File: config.mk
export PLATFORM = sky130hd
export DESIGN_NAME = sac_adc_control
export DESIGN_NICKNAME = d
export VERILOG_FILES = /design/src/hw/sac_pkg.sv /design/src/hw/sac_adc_control.sv
export VERILOG_INCLUDE_DIRS = /design/src /design/src/hw
export SDC_FILE = /design/constraint.sdc
export NUM_CORES = 1
export LEC_CHECK = 0
export BUFFER_PORTS_ARGS = -buffer_cell sky130_fd_sc_hd__buf_2
export CAP_MARGIN = 15
export CORE_MARGIN = 2
export CORE_UTILIZATION = 53
export CTS_CLUSTER_DIAMETER = 200
export DETAILED_ROUTE_END_ITERATION = 10
export PLACE_DENSITY = 0.84
export SYNTH_ARGS = -nofsm -noshare
export SYNTH_HDL_FRONTEND = slang
export SYNTH_SLANG_ARGS = --single-unit
File: constraint.sdc
create_clock -name aclk -period 3.45 [get_ports aclk]
set_clock_uncertainty 0.05 [all_clocks]
set_input_delay 0.345 -clock aclk [delete_from_list [all_inputs] [get_ports aclk]]
set_output_delay 0.345 -clock aclk [all_outputs]
set_load 0.05 [all_outputs]
File: src/hw/sac_defines.svh
// Offsets, field positions, reset values and conversion counts of the converter control block.
`ifndef SAC_DEFINES_SVH
`define SAC_DEFINES_SVH

// ----------------------------------------------------------------------------
// Register indices and byte addresses
// ----------------------------------------------------------------------------
`define SAC_IDX_CTL_ONE 8'h0e
`define SAC_IDX_CTL_TWO 8'h0f
`define SAC_IDX_RESULT 8'h20
`define SAC_IDX_STATUS 8'h21
`define SAC_ADDR_CTL_ONE 8'h38
`define SAC_ADDR_CTL_TWO 8'h3c
`define SAC_ADDR_RESULT 8'h80
`define SAC_ADDR_STATUS 8'h84

// ----------------------------------------------------------------------------
// Field positions and reset values
// ----------------------------------------------------------------------------
`define SAC_C1_GO_BIT 7
`define SAC_C1_AIN_OFF_BIT 4
`define SAC_C2_LADDER_BIT 5
`define SAC_ST_DONE_BIT 5
`define SAC_ST_BUSY_BIT 4
`define SAC_C1_RESET 8'h10
`define SAC_C2_RESET 8'h10
`define SAC_C1_FIXED 8'h20
`define SAC_C2_FIXED 8'h10

// ----------------------------------------------------------------------------
// Conversion lengths in system clock periods
// ----------------------------------------------------------------------------
`define SAC_CONV_39 11'h027
`define SAC_CONV_78 11'h04e
`define SAC_CONV_156 11'h09c
`define SAC_CONV_312 11'h138
`define SAC_CONV_624 11'h270
`define SAC_CONV_1248 11'h4e0

// AXI response codes.
`define SAC_RESP_OKAY 2'h0
`define SAC_RESP_DECERR 2'h3

`endif

File: src/hw/sac_pkg.sv
// Types shared by the converter control block.
package sac_pkg;

    // Converter sequencing states.
    typedef enum logic [0:0] {
        SAC_IDLE = 1'b0,
        SAC_RUN = 1'b1
    } sac_conv_t;

    // Whole state of the control block.
    typedef struct packed {
        logic aw_got;
        logic [7:0] aw_addr;
        logic w_got;
        logic [7:0] w_data;
        logic w_strb0;
        logic aw_rdy;
        logic w_rdy;
        logic ar_rdy;
        logic bvalid;
        logic [1:0] bresp;
        logic rvalid;
        logic [7:0] rdata;
        logic [1:0] rresp;
        logic go;
        logic ain_off;
        logic [3:0] chan;
        logic [1:0] c1_top;
        logic ladder_on;
        logic [2:0] ack;
        sac_conv_t conv;
        logic [10:0] count;
        logic [7:0] result;
        logic done;
        logic done_irq;
        logic ladder;
        logic chan_ok;
    } sac_state_t;

endpackage

File: src/hw/sac_adc_control.sv
// Control, timing and register logic of the 8-bit successive-approximation converter.
//
// The implementer's own choice: the AXI4-Lite interface to the registers.
`timescale 1ns/1ps
`include "sac_defines.svh"

// How it works
// Writing one to the start bit begins converting the selected channel.
// The start bit clears itself once the conversion has begun.
// Channel codes 0 to 7 pick inputs zero to seven; codes 8 to 15 are reserved.
// Analog input disable bit: zero enables inputs, one disables them.
// Software writes one to bit 5 and zero to bit 6 of control one.
// Software changes the channel only while the busy flag is zero.
// Ladder connects only during conversion when zero, always when one.
// Time codes 000,010..110 give 39,78,156,312,624,1248 clocks; 001,111 reserved.
// Software writes zero to bit 0 and one to bit 4 of control two.
// Bits 6 and 7 of control two read as undefined values.
// On completion store the result, set the end flag and raise the interrupt.
// Reading the result register clears the end flag.
// A new start clears the end flag but keeps the old result until completion.
// Busy rises at start, falls at completion and on entry to low power.
// Low power resets both control registers and blocks writes to them.
// Software does not restart while a conversion is in progress.
// Status bits 7, 6 and 3 to 0 are unstable; only end and busy matter.
// Software programs only time codes permitted for its clock frequency.
// Low power abandons a conversion, which does not restart on return.
// A counter times each conversion for exactly the selected clock periods.
// The interrupt is a one-cycle pulse on the edge that sets the end flag.
module sac_adc_control (
    // Clock and reset.
    input wire logic aclk,
    input wire logic aresetn,
    // AXI4-Lite write address and data.
    input wire logic [7:0] awaddr,
    input wire logic awvalid,
    output logic awready,
    input wire logic [31:0] wdata,
    input wire logic [3:0] wstrb,
    input wire logic wvalid,
    output logic wready,
    // AXI4-Lite write response.
    output logic [1:0] bresp,
    output logic bvalid,
    input wire logic bready,
    // AXI4-Lite read address and data.
    input wire logic [7:0] araddr,
    input wire logic arvalid,
    output logic arready,
    output logic [31:0] rdata,
    output logic [1:0] rresp,
    output logic rvalid,
    input wire logic rready,
    // Power management, high during stop, slow or sleep.
    input wire logic low_power_mode,
    // Analog front end.
    input wire logic [7:0] analog_result,
    output logic [3:0] channel_select,
    output logic channel_valid,
    output logic analog_input_off,
    output logic ladder_connect,
    output logic converter_busy,
    // Interrupt controller.
    output logic conversion_done_irq
);

    sac_pkg::sac_state_t s_q;
    sac_pkg::sac_state_t s_d;
    logic rd_result;

    // ------------------------------------------------------------------------
    // Conversion length lookup
    // ------------------------------------------------------------------------
    // Reserved codes run the longest time so a stray setting never undersamples.
    function automatic logic [10:0] conv_cycles(input logic [2:0] code);
        logic [10:0] len;
        case (code)
            3'h0: len = `SAC_CONV_39;
            3'h2: len = `SAC_CONV_78;
            3'h3: len = `SAC_CONV_156;
            3'h4: len = `SAC_CONV_312;
            3'h5: len = `SAC_CONV_624;
            default: len = `SAC_CONV_1248;
        endcase
        return len;
    endfunction

    // Register read view; the fixed bits of control two and the unstable bits read as constants, control one bits 6 and 5 as written.
    function automatic logic [7:0] read_view(input sac_pkg::sac_state_t s, input logic [7:0] addr);
        logic [7:0] v;
        v = 8'h00;
        case (addr)
            `SAC_ADDR_CTL_ONE: v = {s.go, s.c1_top, s.ain_off, s.chan};
            `SAC_ADDR_CTL_TWO: v = `SAC_C2_FIXED | {2'h0, s.ladder_on, 1'h0, s.ack, 1'h0};
            `SAC_ADDR_RESULT: v = s.result;
            `SAC_ADDR_STATUS: v = {2'h0, s.done, s.conv == sac_pkg::SAC_RUN, 4'h0};
            default: v = 8'h00;
        endcase
        return v;
    endfunction

    // ------------------------------------------------------------------------
    // Next state
    // ------------------------------------------------------------------------
    // The order of the blocks below sets priority: bus clears first, then
    // converter events, so a completion in the cycle of a result read wins.
    always_comb begin
        s_d = s_q;
        rd_result = 1'b0;
        s_d.done_irq = 1'b0;
        // Write channel capture; address and data may come in either order.
        if (awvalid && s_q.aw_rdy) begin
            s_d.aw_got = 1'b1;
            s_d.aw_addr = awaddr;
        end
        if (wvalid && s_q.w_rdy) begin
            s_d.w_got = 1'b1;
            s_d.w_data = wdata[7:0];
            s_d.w_strb0 = wstrb[0];
        end
        if (bready && s_q.bvalid) begin
            s_d.bvalid = 1'b0;
        end
        // Perform a write once both halves are present.
        if (s_q.aw_got && s_q.w_got && !s_q.bvalid) begin
            s_d.aw_got = 1'b0;
            s_d.w_got = 1'b0;
            s_d.bvalid = 1'b1;
            s_d.bresp = `SAC_RESP_OKAY;
            case (s_q.aw_addr)
                `SAC_ADDR_CTL_ONE: begin
                    if (s_q.w_strb0) begin
                        s_d.go = s_q.w_data[`SAC_C1_GO_BIT];
                        s_d.ain_off = s_q.w_data[`SAC_C1_AIN_OFF_BIT];
                        s_d.chan = s_q.w_data[3:0];
                        // Bits 6 and 5 keep what software wrote; they leave reset as zero.
                        s_d.c1_top = s_q.w_data[6:5];
                    end
                end
                `SAC_ADDR_CTL_TWO: begin
                    if (s_q.w_strb0) begin
                        s_d.ladder_on = s_q.w_data[`SAC_C2_LADDER_BIT];
                        s_d.ack = s_q.w_data[3:1];
                    end
                end
                `SAC_ADDR_RESULT, `SAC_ADDR_STATUS: begin
                    s_d.bresp = `SAC_RESP_OKAY;
                end
                default: begin
                    s_d.bresp = `SAC_RESP_DECERR;
                end
            endcase
        end
        // Read channel; one read in flight, answered the cycle after the request.
        if (rready && s_q.rvalid) begin
            s_d.rvalid = 1'b0;
        end
        if (arvalid && s_q.ar_rdy) begin
            s_d.rvalid = 1'b1;
            s_d.rdata = read_view(s_q, araddr);
            case (araddr)
                `SAC_ADDR_CTL_ONE, `SAC_ADDR_CTL_TWO, `SAC_ADDR_STATUS: s_d.rresp = `SAC_RESP_OKAY;
                `SAC_ADDR_RESULT: begin
                    s_d.rresp = `SAC_RESP_OKAY;
                    rd_result = 1'b1;
                    s_d.done = 1'b0;
                end
                default: s_d.rresp = `SAC_RESP_DECERR;
            endcase
        end
        // Converter sequencing.
        case (s_q.conv)
            sac_pkg::SAC_IDLE: begin
                if (s_q.go) begin
                    s_d.go = 1'b0;
                    s_d.conv = sac_pkg::SAC_RUN;
                    s_d.count = conv_cycles(s_q.ack) - 11'h001;
                    s_d.done = 1'b0;
                end
            end
            sac_pkg::SAC_RUN: begin
                // A start written mid-run is dropped; software must not do that.
                s_d.go = 1'b0;
                if (s_q.count == 11'h000) begin
                    s_d.conv = sac_pkg::SAC_IDLE;
                    s_d.result = analog_result;
                    s_d.done = 1'b1;
                    s_d.done_irq = 1'b1;
                end else begin
                    s_d.count = s_q.count - 11'h001;
                end
            end
            default: begin
                s_d.conv = sac_pkg::SAC_IDLE;
            end
        endcase
        // Low power overrides everything: controls reset, writes lost, run abandoned.
        if (low_power_mode) begin
            s_d.go = 1'b0;
            s_d.ain_off = 1'b1;
            s_d.chan = 4'h0;
            s_d.c1_top = 2'h0;
            s_d.ladder_on = 1'b0;
            s_d.ack = 3'h0;
            s_d.conv = sac_pkg::SAC_IDLE;
            s_d.count = 11'h000;
            s_d.result = 8'h00;
            s_d.done = 1'b0;
            s_d.done_irq = 1'b0;
        end
        // Output-facing flops derived from the next state.
        s_d.ladder = s_d.ladder_on || (s_d.conv == sac_pkg::SAC_RUN);
        s_d.chan_ok = !s_d.chan[3];
        s_d.aw_rdy = !s_d.aw_got && !s_d.bvalid;
        s_d.w_rdy = !s_d.w_got && !s_d.bvalid;
        s_d.ar_rdy = !s_d.rvalid;
    end

    // ------------------------------------------------------------------------
    // State register
    // ------------------------------------------------------------------------
    always_ff @(posedge aclk) begin
        if (!aresetn) begin
            s_q <= '0;
            s_q.ain_off <= 1'b1;
            s_q.chan_ok <= 1'b1;
            s_q.aw_rdy <= 1'b1;
            s_q.w_rdy <= 1'b1;
            s_q.ar_rdy <= 1'b1;
        end else begin
            s_q <= s_d;
        end
    end

    // Ports straight from the state flops.
    assign awready = s_q.aw_rdy;
    assign wready = s_q.w_rdy;
    assign arready = s_q.ar_rdy;
    assign bvalid = s_q.bvalid;
    assign bresp = s_q.bresp;
    assign rvalid = s_q.rvalid;
    assign rdata = {24'h000000, s_q.rdata};
    assign rresp = s_q.rresp;
    assign channel_select = s_q.chan;
    assign channel_valid = s_q.chan_ok;
    assign analog_input_off = s_q.ain_off;
    assign ladder_connect = s_q.ladder;
    assign converter_busy = s_q.conv == sac_pkg::SAC_RUN;
    assign conversion_done_irq = s_q.done_irq;

    // ------------------------------------------------------------------------
    // Checks
    // ------------------------------------------------------------------------
    // Helper: measure each run and remember the length that was asked for.
    logic [10:0] run_len_q;
    logic [10:0] exp_len_q;
    logic rd_result_q;
    always_ff @(posedge aclk) begin
        if (!aresetn) begin
            run_len_q <= 11'h000;
            exp_len_q <= 11'h000;
            rd_result_q <= 1'b0;
        end else begin
            rd_result_q <= rd_result;
            if (s_q.go && s_q.conv == sac_pkg::SAC_IDLE) begin
                run_len_q <= 11'h000;
                exp_len_q <= conv_cycles(s_q.ack);
            end else if (s_q.conv == sac_pkg::SAC_RUN) begin
                run_len_q <= run_len_q + 11'h001;
            end
        end
    end

    // ------------------------------------------------------------------------
    // Read-back, power and handshake checks
    // ------------------------------------------------------------------------
    // Helper: remember which register the standing read answer belongs to; the
    // read view is taken one edge before the answer shows, hence $past below.
    logic [7:0] rd_addr_q;
    always_ff @(posedge aclk) begin
        if (!aresetn) begin
            rd_addr_q <= 8'h00;
        end else if (arvalid && s_q.ar_rdy) begin
            rd_addr_q <= araddr;
        end
    end
endmodule

==> results.md, run 1 <==
- Outcome: complete, no violations
- Antenna-violating nets left: 0
- Cells after Synth: 415
- Worst Hold Depth: 3
- Max reg flops: 46
- Data arrival, critical path: 2.62 ns
- IO buf count: 66
- Fmax: 0.415 GHz
- Vias per cell: 5.70
- Most flop-heavy register: s_q
- Critical Path Start: s_q[12]
- Final Cycle Share: 69.8%
- Post-route insts no fill: 539
- Dominant synthesized flop cell: dfxtp_1
- Final wirelength: 7850 µm
- Final core utilization: 60.0%
- Postcts setup bufs: 0
- Post-synthesis sequential area ratio: 40.8%
- First-pass GRT wire length: 12800 µm
- DP Area: 3580 µm²
- Die area: 7140 µm²
- Top post-synthesis cells by count: 70 x dfxtp_1, 64 x nand2_1, 41 x buf_4, 31 x nand3_1, 24 x a21oi_1
- Share of layout cells above drive strength 1: 21.0%
- DR pass1 iterations: 5
- # rows: 29
- Startpoint class of the critical path: flop
- Power per cell area: 465 nW/µm²
- Hold crit path type: input port to flop
- Clk slew on worst S/H paths: 0.08 ns
- Hold_buf cts: 0
- Die width: 84.5 µm
- Clock root cell: clkbuf_8
- Starting density of the core: 54.4%
- Max-slew violations: 0
- Hold_sp: analog_result[6]
- Fin. Hold Viols: 0
- Nets: 526
- Initial antenna violation count: 0
- RSZ-0062 raised after global routing: false
- Max-capacitance violation count: 0
- Vias in the first global route: 2766
- Slew headroom: 46.8%
- Fin worst setup slack: 1.04 ns
- Setup WS pre-CTS: 1.07 ns
- Largest cells by area after synthesis: dfxtp_1 41%, buf_4 9.0%, nand2_1 7.0%, nand3_1 4.5%, a21boi_0 4.4%
- Longest Clk Path Bufs: 2
- Mapped Area: 3430 µm²
- WP data required: 3.66 ns
- DRC errors left: 0
- Slew @ Worst Pin: 0.798 ns
- WHS: 0.171 ns
- Share of the synthesized area in the top cell type: 40.8%
- Cell taking the most area after synthesis: dfxtp_1
- Total grt overflow: 0
- Inst Count DP: 523
- Clock Sinks: 70
- TNS Setup: 0 ns
- Overall Global Routing Usage: 22.1%
- PostCTS Resize Cnt: 0
- Vias: 3074
- Synthesis Warnings: 0
- Number of antenna repair diodes: 0
- Share of flip-flops with an asynchronous set or reset: 0%
- Post-synth EDFFs: 0
- Dpl hpwl: 5640 µm
- Total CTS buffers: 9
- Leak Pwr: 1.46 nW
- Seq cells post-synth: 70
- H-tree Lvls: 3
- Critical path capture point type: flop
- Layout area overhead: 10.5%
- CTS tree: yes
- Final non-filler cell area: 3790 µm²
- VDD IR-drop max: 0.297 mV
- WL/cell: 14.6 µm
- Total power: 1.76 mW
- Final Setup Violations: 0
- Reg2Reg Launch Point: s_q[12]
- Gp weighted congestion: 0.934
- 1st-iter DRT viols: 272
- Die Y: 84.5 µm
- Crit Path Max Fanout: 9
- Min Clock Period, post-route: 2.41 ns
- WS Path Type: flop to flop
- Mean Syn Cell Area: 8.27 µm²
- Number of I/O pins: 118
- Pin count of the biggest net entering global routing: 28
- Worst-Skew Late Latency: 0.35 ns
- Reg2reg path depth: 7
- Core area: 6310 µm²
- Fillers: 567
- Leading cell type by number of instances after synthesis: dfxtp_1
- Synth cell types: 51
[worst max-delay path, stage by stage (launching register included)]
cell and delay [ns]:
dfxtp_1 0.32, inv_1 0.09, ha_1 0.23, or4b_4 0.53, nor4_4 0.52, buf_4 0.25
a2111oi_0 0.07, a211oi_1 0.26
[per-layer routing]
metal	wire length, µm	track usage (%)	vias up
met3	647	4.23	15
met5	0	0	-
met1	3400	29.3	1400
met2	3620	35.0	160
met4	180	10.4	0
li1	-	-	1499
[report_power, final]
group	leakage [nW]	switching, mW	internal, mW
clock	0.106	0.311	0.406
combinational	0.789	0.148	0.0464
sequential	0.569	0.0204	0.831
[area by class of cell]
cell class              count  area (µm²)  area share [%]
multi-input cells         296        1690            44.5
flip-flops and latches     70        1400            37.0
repair buffers             69         353            9.31
clock buffers              10         128            3.37
well taps                  77        96.3            2.54
clock inverters             6        86.3            2.28
inverters                  11        41.3            1.09
[cell families after synthesis]
| logic type | after synthesis | synth area share (%) |
|---|---|---|
| buf+inv | 72 | 12.6 |
| other cells | 1 | 0.109 |
| simple gates | 160 | 23.4 |
| mux | 2 | 0.656 |
| compound gates | 109 | 22.1 |
| fa+ha+maj | 1 | 0.365 |
| flops | 70 | 40.8 |
[cells in the final DEF (no fill, tap or decap), drive strengths merged, types with 2 or more instances in the layout]
master / instances
nor2: 18
a2bb2oi: 3
a32o: 6
o41ai: 2
clkinv: 3
inv: 11
and3: 5
o21a: 2
nand2: 64
or3: 2
nor4b: 2
clkbuf: 10
a31oi: 2
or4b: 3
a22oi: 5
mux2: 2
conb: 24
o21ai: 19
nor2b: 4
nor4: 3
a211oi: 5
nor3: 7
o31ai: 8
dfxtp: 70
nand4: 2
a21boi: 20
nand3: 31
a21oi: 24
or4: 3
buf: 69
bufinv: 2
a2111oi: 2
and2: 4
o211ai: 2
nand2b: 7
a31o: 2
[path summary, 6_finish.rpt]
check	slack, ns	to
max reg2reg	1.04	s_q[17]
max	1.04	s_q[17]
min	0.17	s_q[10]
min reg2reg	0.40	rdata[6]
No activity file was read; power rests on OpenSTA's default activity.
==> run 2, diff against run 1 <==
--- a/config.mk
+++ b/config.mk
@@ -6,13 +6,14 @@
 export SDC_FILE = /design/constraint.sdc
 export NUM_CORES = 1
 export LEC_CHECK = 0
+export ABC_AREA = 1
 export BUFFER_PORTS_ARGS = -buffer_cell sky130_fd_sc_hd__buf_2
 export CAP_MARGIN = 15
 export CORE_MARGIN = 2
-export CORE_UTILIZATION = 53
+export CORE_UTILIZATION = 50
 export CTS_CLUSTER_DIAMETER = 200
 export DETAILED_ROUTE_END_ITERATION = 10
-export PLACE_DENSITY = 0.84
+export PLACE_DENSITY = 0.8
 export SYNTH_ARGS = -nofsm -noshare
 export SYNTH_HDL_FRONTEND = slang
 export SYNTH_SLANG_ARGS = --single-unit
==> constraint.sdc (replaced) <==
create_clock -name aclk -period 2.3 [get_ports aclk]
set_clock_uncertainty 0.05 [all_clocks]
set_input_delay 0.23 -clock aclk [delete_from_list [all_inputs] [get_ports aclk]]
set_output_delay 0.23 -clock aclk [all_outputs]
set_load 0.05 [all_outputs]
==> run 2 against run 1 <==
Setup slack worse by 0.47 ns. Critical endpoint is now s_q[13]. Combinational power increased by 61%. Synthesized cell count grew 15%. Via count is 1.3% lower. Global-route usage fell by 2.6 points. Clock power grew 54%. Hold slack lost 0.079 ns. Maximum frequency increased by 40%. Area after synthesis shrank 1.0%. Die area is 4.7% higher.
==> results.md, run 2 <==
- Outcome: complete, no violations (unchanged)
- Postcts setup bufs: 0 (unchanged)
- Mapped Area: 3400 µm² (was 3430 µm²)
- Largest cells by area after synthesis: dfxtp_1 41%, buf_4 8.8%, o21ai_0 8.0%, a21oi_1 7.4%, nor2_1 7.3% (was dfxtp_1 41%, buf_4 9.0%, nand2_1 7.0%, nand3_1 4.5%, a21boi_0 4.4%)
- Dominant synthesized flop cell: dfxtp_1 (unchanged)
- Longest Clk Path Bufs: 2 (unchanged)
- Total grt overflow: 0 (unchanged)
- WHS: 0.0918 ns (was 0.171 ns)
- Clk slew on worst S/H paths: 0.07 ns (was 0.08 ns)
- Most common cell after layout, fill and taps aside: dfxtp_1 (unchanged)
- RSZ-0062 raised after global routing: false (unchanged)
- Cells after Synth: 477 (was 415)
- Leading cell type by number of instances after synthesis: dfxtp_1 (unchanged)
- Antenna-violating nets left: 0 (unchanged)
- CTS tree: yes (unchanged)
- Total CTS buffers: 9 (unchanged)
- Die Y: 86.4 µm (was 84.5 µm)
- H-tree Lvls: 3 (unchanged)
- PostCTS Resize Cnt: 0 (unchanged)
- Max-capacitance violation count: 0 (unchanged)
- Worst-Skew Late Latency: 0.34 ns (was 0.35 ns)
- DR pass1 iterations: 4 (was 5)
- Final Cycle Share: 74.9% (was 69.8%)
- Pin count of the biggest net entering global routing: 30 (was 28)
- IO buf count: 66 (unchanged)
- Min Clock Period, post-route: 1.72 ns (was 2.41 ns)
- Cell taking the most area after synthesis: dfxtp_1 (unchanged)
- Final non-filler cell area: 3790 µm² (about the same)
- Leak Pwr: 1.73 nW (was 1.46 nW)
- Die width: 86.4 µm (was 84.5 µm)
- Initial antenna violation count: 0 (unchanged)
- Mean Syn Cell Area: 7.12 µm² (was 8.27 µm²)
- Share of layout cells above drive strength 1: 18.1% (was 21.0%)
- Number of I/O pins: 118 (unchanged)
- Clock root cell: clkbuf_8 (unchanged)
- Share of the synthesized area in the top cell type: 41.3% (was 40.8%)
- Layout area overhead: 11.5% (was 10.5%)
- 1st-iter DRT viols: 161 (was 272)
- Vias: 3033 (was 3074)
- Slew headroom: 52.8% (was 46.8%)
- Synthesis Warnings: 0 (unchanged)
- Final wirelength: 7020 µm (was 7850 µm)
- Core area: 6680 µm² (was 6310 µm²)
- Post-synth EDFFs: 0 (unchanged)
- Synth cell types: 33 (was 51)
- Seq cells post-synth: 70 (unchanged)
- Max-slew violations: 0 (unchanged)
- Final core utilization: 56.7% (was 60.0%)
- Clock Sinks: 70 (unchanged)
- WP data required: 2.48 ns (was 3.66 ns)
- Vias per cell: 4.97 (was 5.70)
- Dpl hpwl: 5210 µm (was 5640 µm)
- DP Area: 3560 µm² (was 3580 µm²)
- TNS Setup: 0 ns (unchanged)
- Fin. Hold Viols: 0 (unchanged)
- Post-synthesis sequential area ratio: 41.3% (was 40.8%)
- VDD IR-drop max: 0.358 mV (was 0.297 mV)
- # rows: 30 (was 29)
- Power per cell area: 710 nW/µm² (was 465 nW/µm²)
- Overall Global Routing Usage: 19.5% (was 22.1%)
- Max reg flops: 46 (unchanged)
- Most frequent cells in the layout: 70 x dfxtp_1, 66 x nor2_1, 66 x buf_2, 59 x nand2_1, 54 x o21ai_0 (was 70 x dfxtp_1, 66 x buf_2, 64 x nand2_1, 31 x nand3_1)
- Most flop-heavy register: s_q (unchanged)
- Die area: 7470 µm² (was 7140 µm²)
- Starting density of the core: 50.8% (was 54.4%)
- WL/cell: 11.5 µm (was 14.6 µm)
- Share of flip-flops with an asynchronous set or reset: 0% (unchanged)
- Critical path capture point type: flop (unchanged)
- Data arrival, critical path: 1.90 ns (was 2.62 ns)
- Hold crit path type: input port to flop (unchanged)
- Hold_buf cts: 0 (unchanged)
- WS Path Type: flop to flop (unchanged)
- Top post-synthesis cells by count: 70 x dfxtp_1, 66 x nor2_1, 59 x nand2_1, 54 x o21ai_0, 52 x inv_1 (was 70 x dfxtp_1, 64 x nand2_1, 41 x buf_4, 31 x nand3_1, 24 x a21oi_1)
- Final Setup Violations: 0 (unchanged)
- First-pass GRT wire length: 11500 µm (was 12800 µm)
- DRC errors left: 0 (unchanged)
- Crit Path Max Fanout: 15 (was 9)
- Number of antenna repair diodes: 0 (unchanged)
- Startpoint class of the critical path: flop (unchanged)
- Slew @ Worst Pin: 0.706 ns (was 0.798 ns)
- Gp weighted congestion: 0.828 (was 0.934)
- Vias in the first global route: 2748 (was 2766)
- Fmax: 0.580 GHz (was 0.415 GHz)
- Nets: 594 (was 526)
-- run 2: changes by cell type in the layout (fill, tap and decap cells not counted), moves of 5 or more --
cell      change
nand3_1       +5
o31ai_1       -8
nor2_1       +48
a22oi_1       -5
inv_1        +41
nand2b_1      -7
a32o_1        -6
o21ai_1       +5
a21oi_1      +26
and3_1        -5
a21boi_0     -20
o21ai_0      +35
nand2_1       -5
-- run 2: power breakdown --
part,switching (mW),leakage [nW],internal (mW)
Sequential,0.0220,0.570,1.26
Combinational,0.241,1.04,0.0705
Clock,0.458,0.113,0.642
-- run 2: per-stage QoR --
step                total power [mW]  setup WS [ns]  std cells
floorplan                       1.58          0.572        500
global placement                1.61          0.590        594
detailed placement              1.62          0.575        594
CTS                             2.72          0.553        610
global route                    2.79          0.399        610
finish                          2.69          0.577        610
-- run 2: worst paths after layout --
kind	startpoint	end	slack [ns]	depth (start not counted)
setup / recovery	s_q[12]	s_q[13]	0.58	9
setup reg to reg	s_q[12]	s_q[13]	0.58	9
hold / removal	awaddr[0]	s_q[63]	0.09	3
hold reg to reg	s_q[11]	s_q[11]	0.41	2
-- run 2: cells by family (layout without fill, tap and decap cells) --
kind of cell,after synthesis,in the layout,synth area share [%]
and+or+nand+nor,177,177,22.8
DFF,70,70,41.3
buffers and inverters,108,138,16.8
xor gates and xnor gates,3,3,0.774
other,1,24,0.110
AOI/OAI and AO/OA,117,117,17.8
adders and majority gates,1,1,0.368
-- run 2: final cells by class --
| cell class | count | area, µm² |
|---|---|---|
| fill | 641 | 2900 |
| inverter | 54 | 205 |
| tap | 80 | 100 |
| timing repair buffer | 68 | 345 |
| clock buffer | 11 | 141 |
| sequential | 70 | 1400 |
| multi-input combinational | 322 | 1510 |
| clock inverter | 5 | 82.6 |
-- run 2: layer usage --
metal	share of wire, %	GRT usage [%]	routed length [µm]
met4	3.1	11.2	218
met5	0	0	0
met2	47	33.5	3340
met3	4.6	3.62	324
met1	45	22.6	3140
-- run 2: critical path, cell delays in order, from the launching register on --
cell,delay [ns]
dfxtp_1,0.32
inv_1,0.07
ha_1,0.24
nand2_2,0.13
nor2_8,0.18
nand2_4,0.15
nand2_8,0.13
inv_4,0.08
o21ai_0,0.20
a21oi_1,0.06
==> run 3, diff against run 2 <==
--- a/config.mk
+++ b/config.mk
@@ -10,10 +10,10 @@
 export BUFFER_PORTS_ARGS = -buffer_cell sky130_fd_sc_hd__buf_2
 export CAP_MARGIN = 15
 export CORE_MARGIN = 2
-export CORE_UTILIZATION = 50
+export CORE_UTILIZATION = 45
 export CTS_CLUSTER_DIAMETER = 200
 export DETAILED_ROUTE_END_ITERATION = 10
-export PLACE_DENSITY = 0.8
+export PLACE_DENSITY = 0.76
 export SYNTH_ARGS = -nofsm -noshare
 export SYNTH_HDL_FRONTEND = slang
 export SYNTH_SLANG_ARGS = --single-unit
==> constraint.sdc (replaced) <==
create_clock -name aclk -period 1.5 [get_ports aclk]
set_clock_uncertainty 0.05 [all_clocks]
set_input_delay 0.15 -clock aclk [delete_from_list [all_inputs] [get_ports aclk]]
set_output_delay 0.15 -clock aclk [all_outputs]
set_load 0.05 [all_outputs]
==> run 3 against run 2 <==
Routed wire length rose by 5.0%. Register-to-register slack got worse by 0.47 ns. Critical path depth fell by 2. Sequential share of layout area fell by 2.1 points. Sequential power rose by 53%. First-iteration DRC count fell by 9.9%. Final cell count rose by 7.0%.
==> results.md, run 3 (synthesis results as in run 2) <==
- Crit path depth: 7 (was 9)
- Critical path capture point type: flop (unchanged)
- Initial antenna violation count: 0 (unchanged)
- Most common cell after layout, fill and taps aside: buf_2 (was dfxtp_1)
- Combinational share of power: 12.9% (was 11.6%)
- WP buf/inv: 1 (was 2)
- Die width: 90.9 µm (was 86.4 µm)
- WP data required: 1.69 ns (was 2.48 ns)
- Fmax: 0.717 GHz (was 0.580 GHz)
- Starting density of the core: 46.6% (was 50.8%)
- CP delay by family, top: simple AND/OR/NAND/NOR gates (unchanged)
- Layout area overhead: 19.0% (was 11.5%)
- Number of I/O pins: 118 (unchanged)
- DR pass1 iterations: 4 (unchanged)
- Startpoint class of the critical path: flop (unchanged)
- Slowest CP cell: dfxtp_1 (unchanged)
- 1st-iter DRT viols: 145 (was 161)
- Pin count of the biggest net entering global routing: 30 (unchanged)
- Number of antenna repair diodes: 0 (unchanged)
- Min Clock Period, post-route: 1.39 ns (was 1.72 ns)
- Worst Hold Depth: 3 (unchanged)
- Hold crit path type: input port to flop (unchanged)
- First-pass GRT wire length: 12100 µm (was 11500 µm)
- Crit path largest cell delay: 0.35 ns (was 0.32 ns)
- CTS tree: yes (unchanged)
- VDD IR-drop max: 0.535 mV (was 0.358 mV)
- Crit path cell chain: nor2_2 -> nand2_4 -> nor2_8 -> nand2_4 -> buf_4 -> o21ai_0 -> a21oi_1 (was inv_1 -> ha_1 -> nand2_2 -> nor2_8 -> nand2_4 -> nand2_8 -> inv_4 -> o21ai_0 -> a21oi_1)
- Overall Global Routing Usage: 18.1% (was 19.5%)
- Most flop-heavy register: s_q (unchanged)
- Vias in the first global route: 2701 (was 2748)
- Total grt overflow: 0 (unchanged)
- Core area: 7290 µm² (was 6680 µm²)
- WS Path Type: flop to flop (unchanged)
- Share of layout cells above drive strength 1: 24.2% (was 18.1%)
- Max-slew violations: 0 (unchanged)
- Outcome: complete, no violations (unchanged)
- Max reg flops: 46 (unchanged)
- Antenna-violating nets left: 0 (unchanged)
- H-tree Lvls: 3 (unchanged)
- Final core utilization: 55.4% (was 56.7%)
- Final Setup Violations: 0 (unchanged)
- Inst Count DP: 633 (was 594)
- Clock Power Share: 38.2% (was 40.9%)
- Clock Sinks: 70 (unchanged)
- IO buf count: 66 (unchanged)
- Die area: 8260 µm² (was 7470 µm²)
- # rows: 31 (was 30)
- Final Cycle Share: 92.9% (was 74.9%)
- Fillers: 713 (was 641)
- Vias: 3108 (was 3033)
- Vias per cell: 4.76 (was 4.97)
- Most frequent cells in the layout: 66 x buf_2, 64 x dfxtp_1, 61 x nor2_1, 57 x nand2_1, 52 x inv_1 (was 70 x dfxtp_1, 66 x nor2_1, 66 x buf_2, 59 x nand2_1, 54 x o21ai_0)
- Longest Clk Path Bufs: 2 (unchanged)
- Data arrival, critical path: 1.59 ns (was 1.90 ns)
- Final wirelength: 7380 µm (was 7020 µm)
- Worst-Skew Late Latency: 0.36 ns (was 0.34 ns)
- Sw frac: 29.3% (was 26.8%)
- Gp weighted congestion: 0.926 (was 0.828)
- DRC errors left: 0 (unchanged)
- Die Y: 90.9 µm (was 86.4 µm)
- Power per cell area: 991 nW/µm² (was 710 nW/µm²)
- Fin. Hold Viols: 0 (unchanged)
- Power Internal: 2.83 mW (was 1.97 mW)
- Leak Pwr: 1.83 nW (was 1.73 nW)
- WL/cell: 11.3 µm (was 11.5 µm)
- Nets: 618 (was 594)
- Clock root cell: clkbuf_8 (unchanged)
- Reg2reg path depth: 7 (was 9)
- Total CTS buffers: 9 (unchanged)
- Clk slew on worst S/H paths: 0.08 ns (was 0.07 ns)
- Worst path most repeated cell: nand2_4
- Crit Path Max Fanout: 14 (was 15)
- Dpl hpwl: 5480 µm (was 5210 µm)
- Max-capacitance violation count: 0 (unchanged)
- Psw: 1.17 mW (was 721 µW)
- Post-route insts no fill: 653 (was 610)
- Flop pwr share: 49.0% (was 47.5%)
run 3: routing by layer:
layer	track usage, %	vias to the layer above	wire (µm)
li1	-	1628	-
met1	23.0	1369	3530
met2	29.2	93	3240
met3	3.01	18	414
met4	9.97	0	190
met5	0	-	0
run 3: tightest hold or removal path: stages:
cell and delay [ns]:
buf_2 0.09, o21ai_1 0.06, nor2_1 0.07
run 3: worst paths after layout:
path | start | endpoint | slack, ns
setup / recovery | s_q[14] | s_q[11] | 0.11
hold / removal | analog_result[4] | s_q[8] | 0.003
setup reg to reg | s_q[14] | s_q[11] | 0.11
hold reg to reg | s_q[58] | s_q[58] | 0.40
run 3: timing repair:
item	CTS	global route
buffers inserted	0	1
hold buffers	3	0
endpoints found under the setup margin	1	27
gates resized for setup	1	20
endpoints found under the hold margin	3	0
pin swaps	0	2
run 3: power by group through the flow:
stage                     clock, mW  combinational [mW]  sequential (mW)
after global routing           1.63               0.560             1.97
final                          1.53               0.515             1.96
after CTS                      1.55               0.512             1.96
after global placement            0               0.497             2.00
after detailed placement          0               0.503             2.00
after floorplan                   0               0.389             2.04
run 3: stage by stage:
stage                     hold WS, ns  setup WS, ns  power, mW  cell area [µm²]  TNS [ns]
after floorplan                 0.260       0.00868       2.43             3490         0
after global placement          0.349        0.0369       2.50             3760         0
after detailed placement        0.354       -0.0150       2.51             3760   -0.0150
after CTS                     0.00167       0.00527       4.02             3990         0
after global routing           0.0191       -0.0168       4.16             4040   -0.0328
final                         0.00280         0.106       4.00             4040         0
run 3: final cells by class:
cell class | count | area [µm²] | area share, %
clock buffer | 9 | 124 | 3.07
clock inverter | 7 | 72.6 | 1.80
inverter | 54 | 210 | 5.20
multi-input combinational | 322 | 1550 | 38.5
sequential | 70 | 1410 | 34.9
tap | 99 | 124 | 3.07
timing repair buffer | 92 | 546 | 13.5
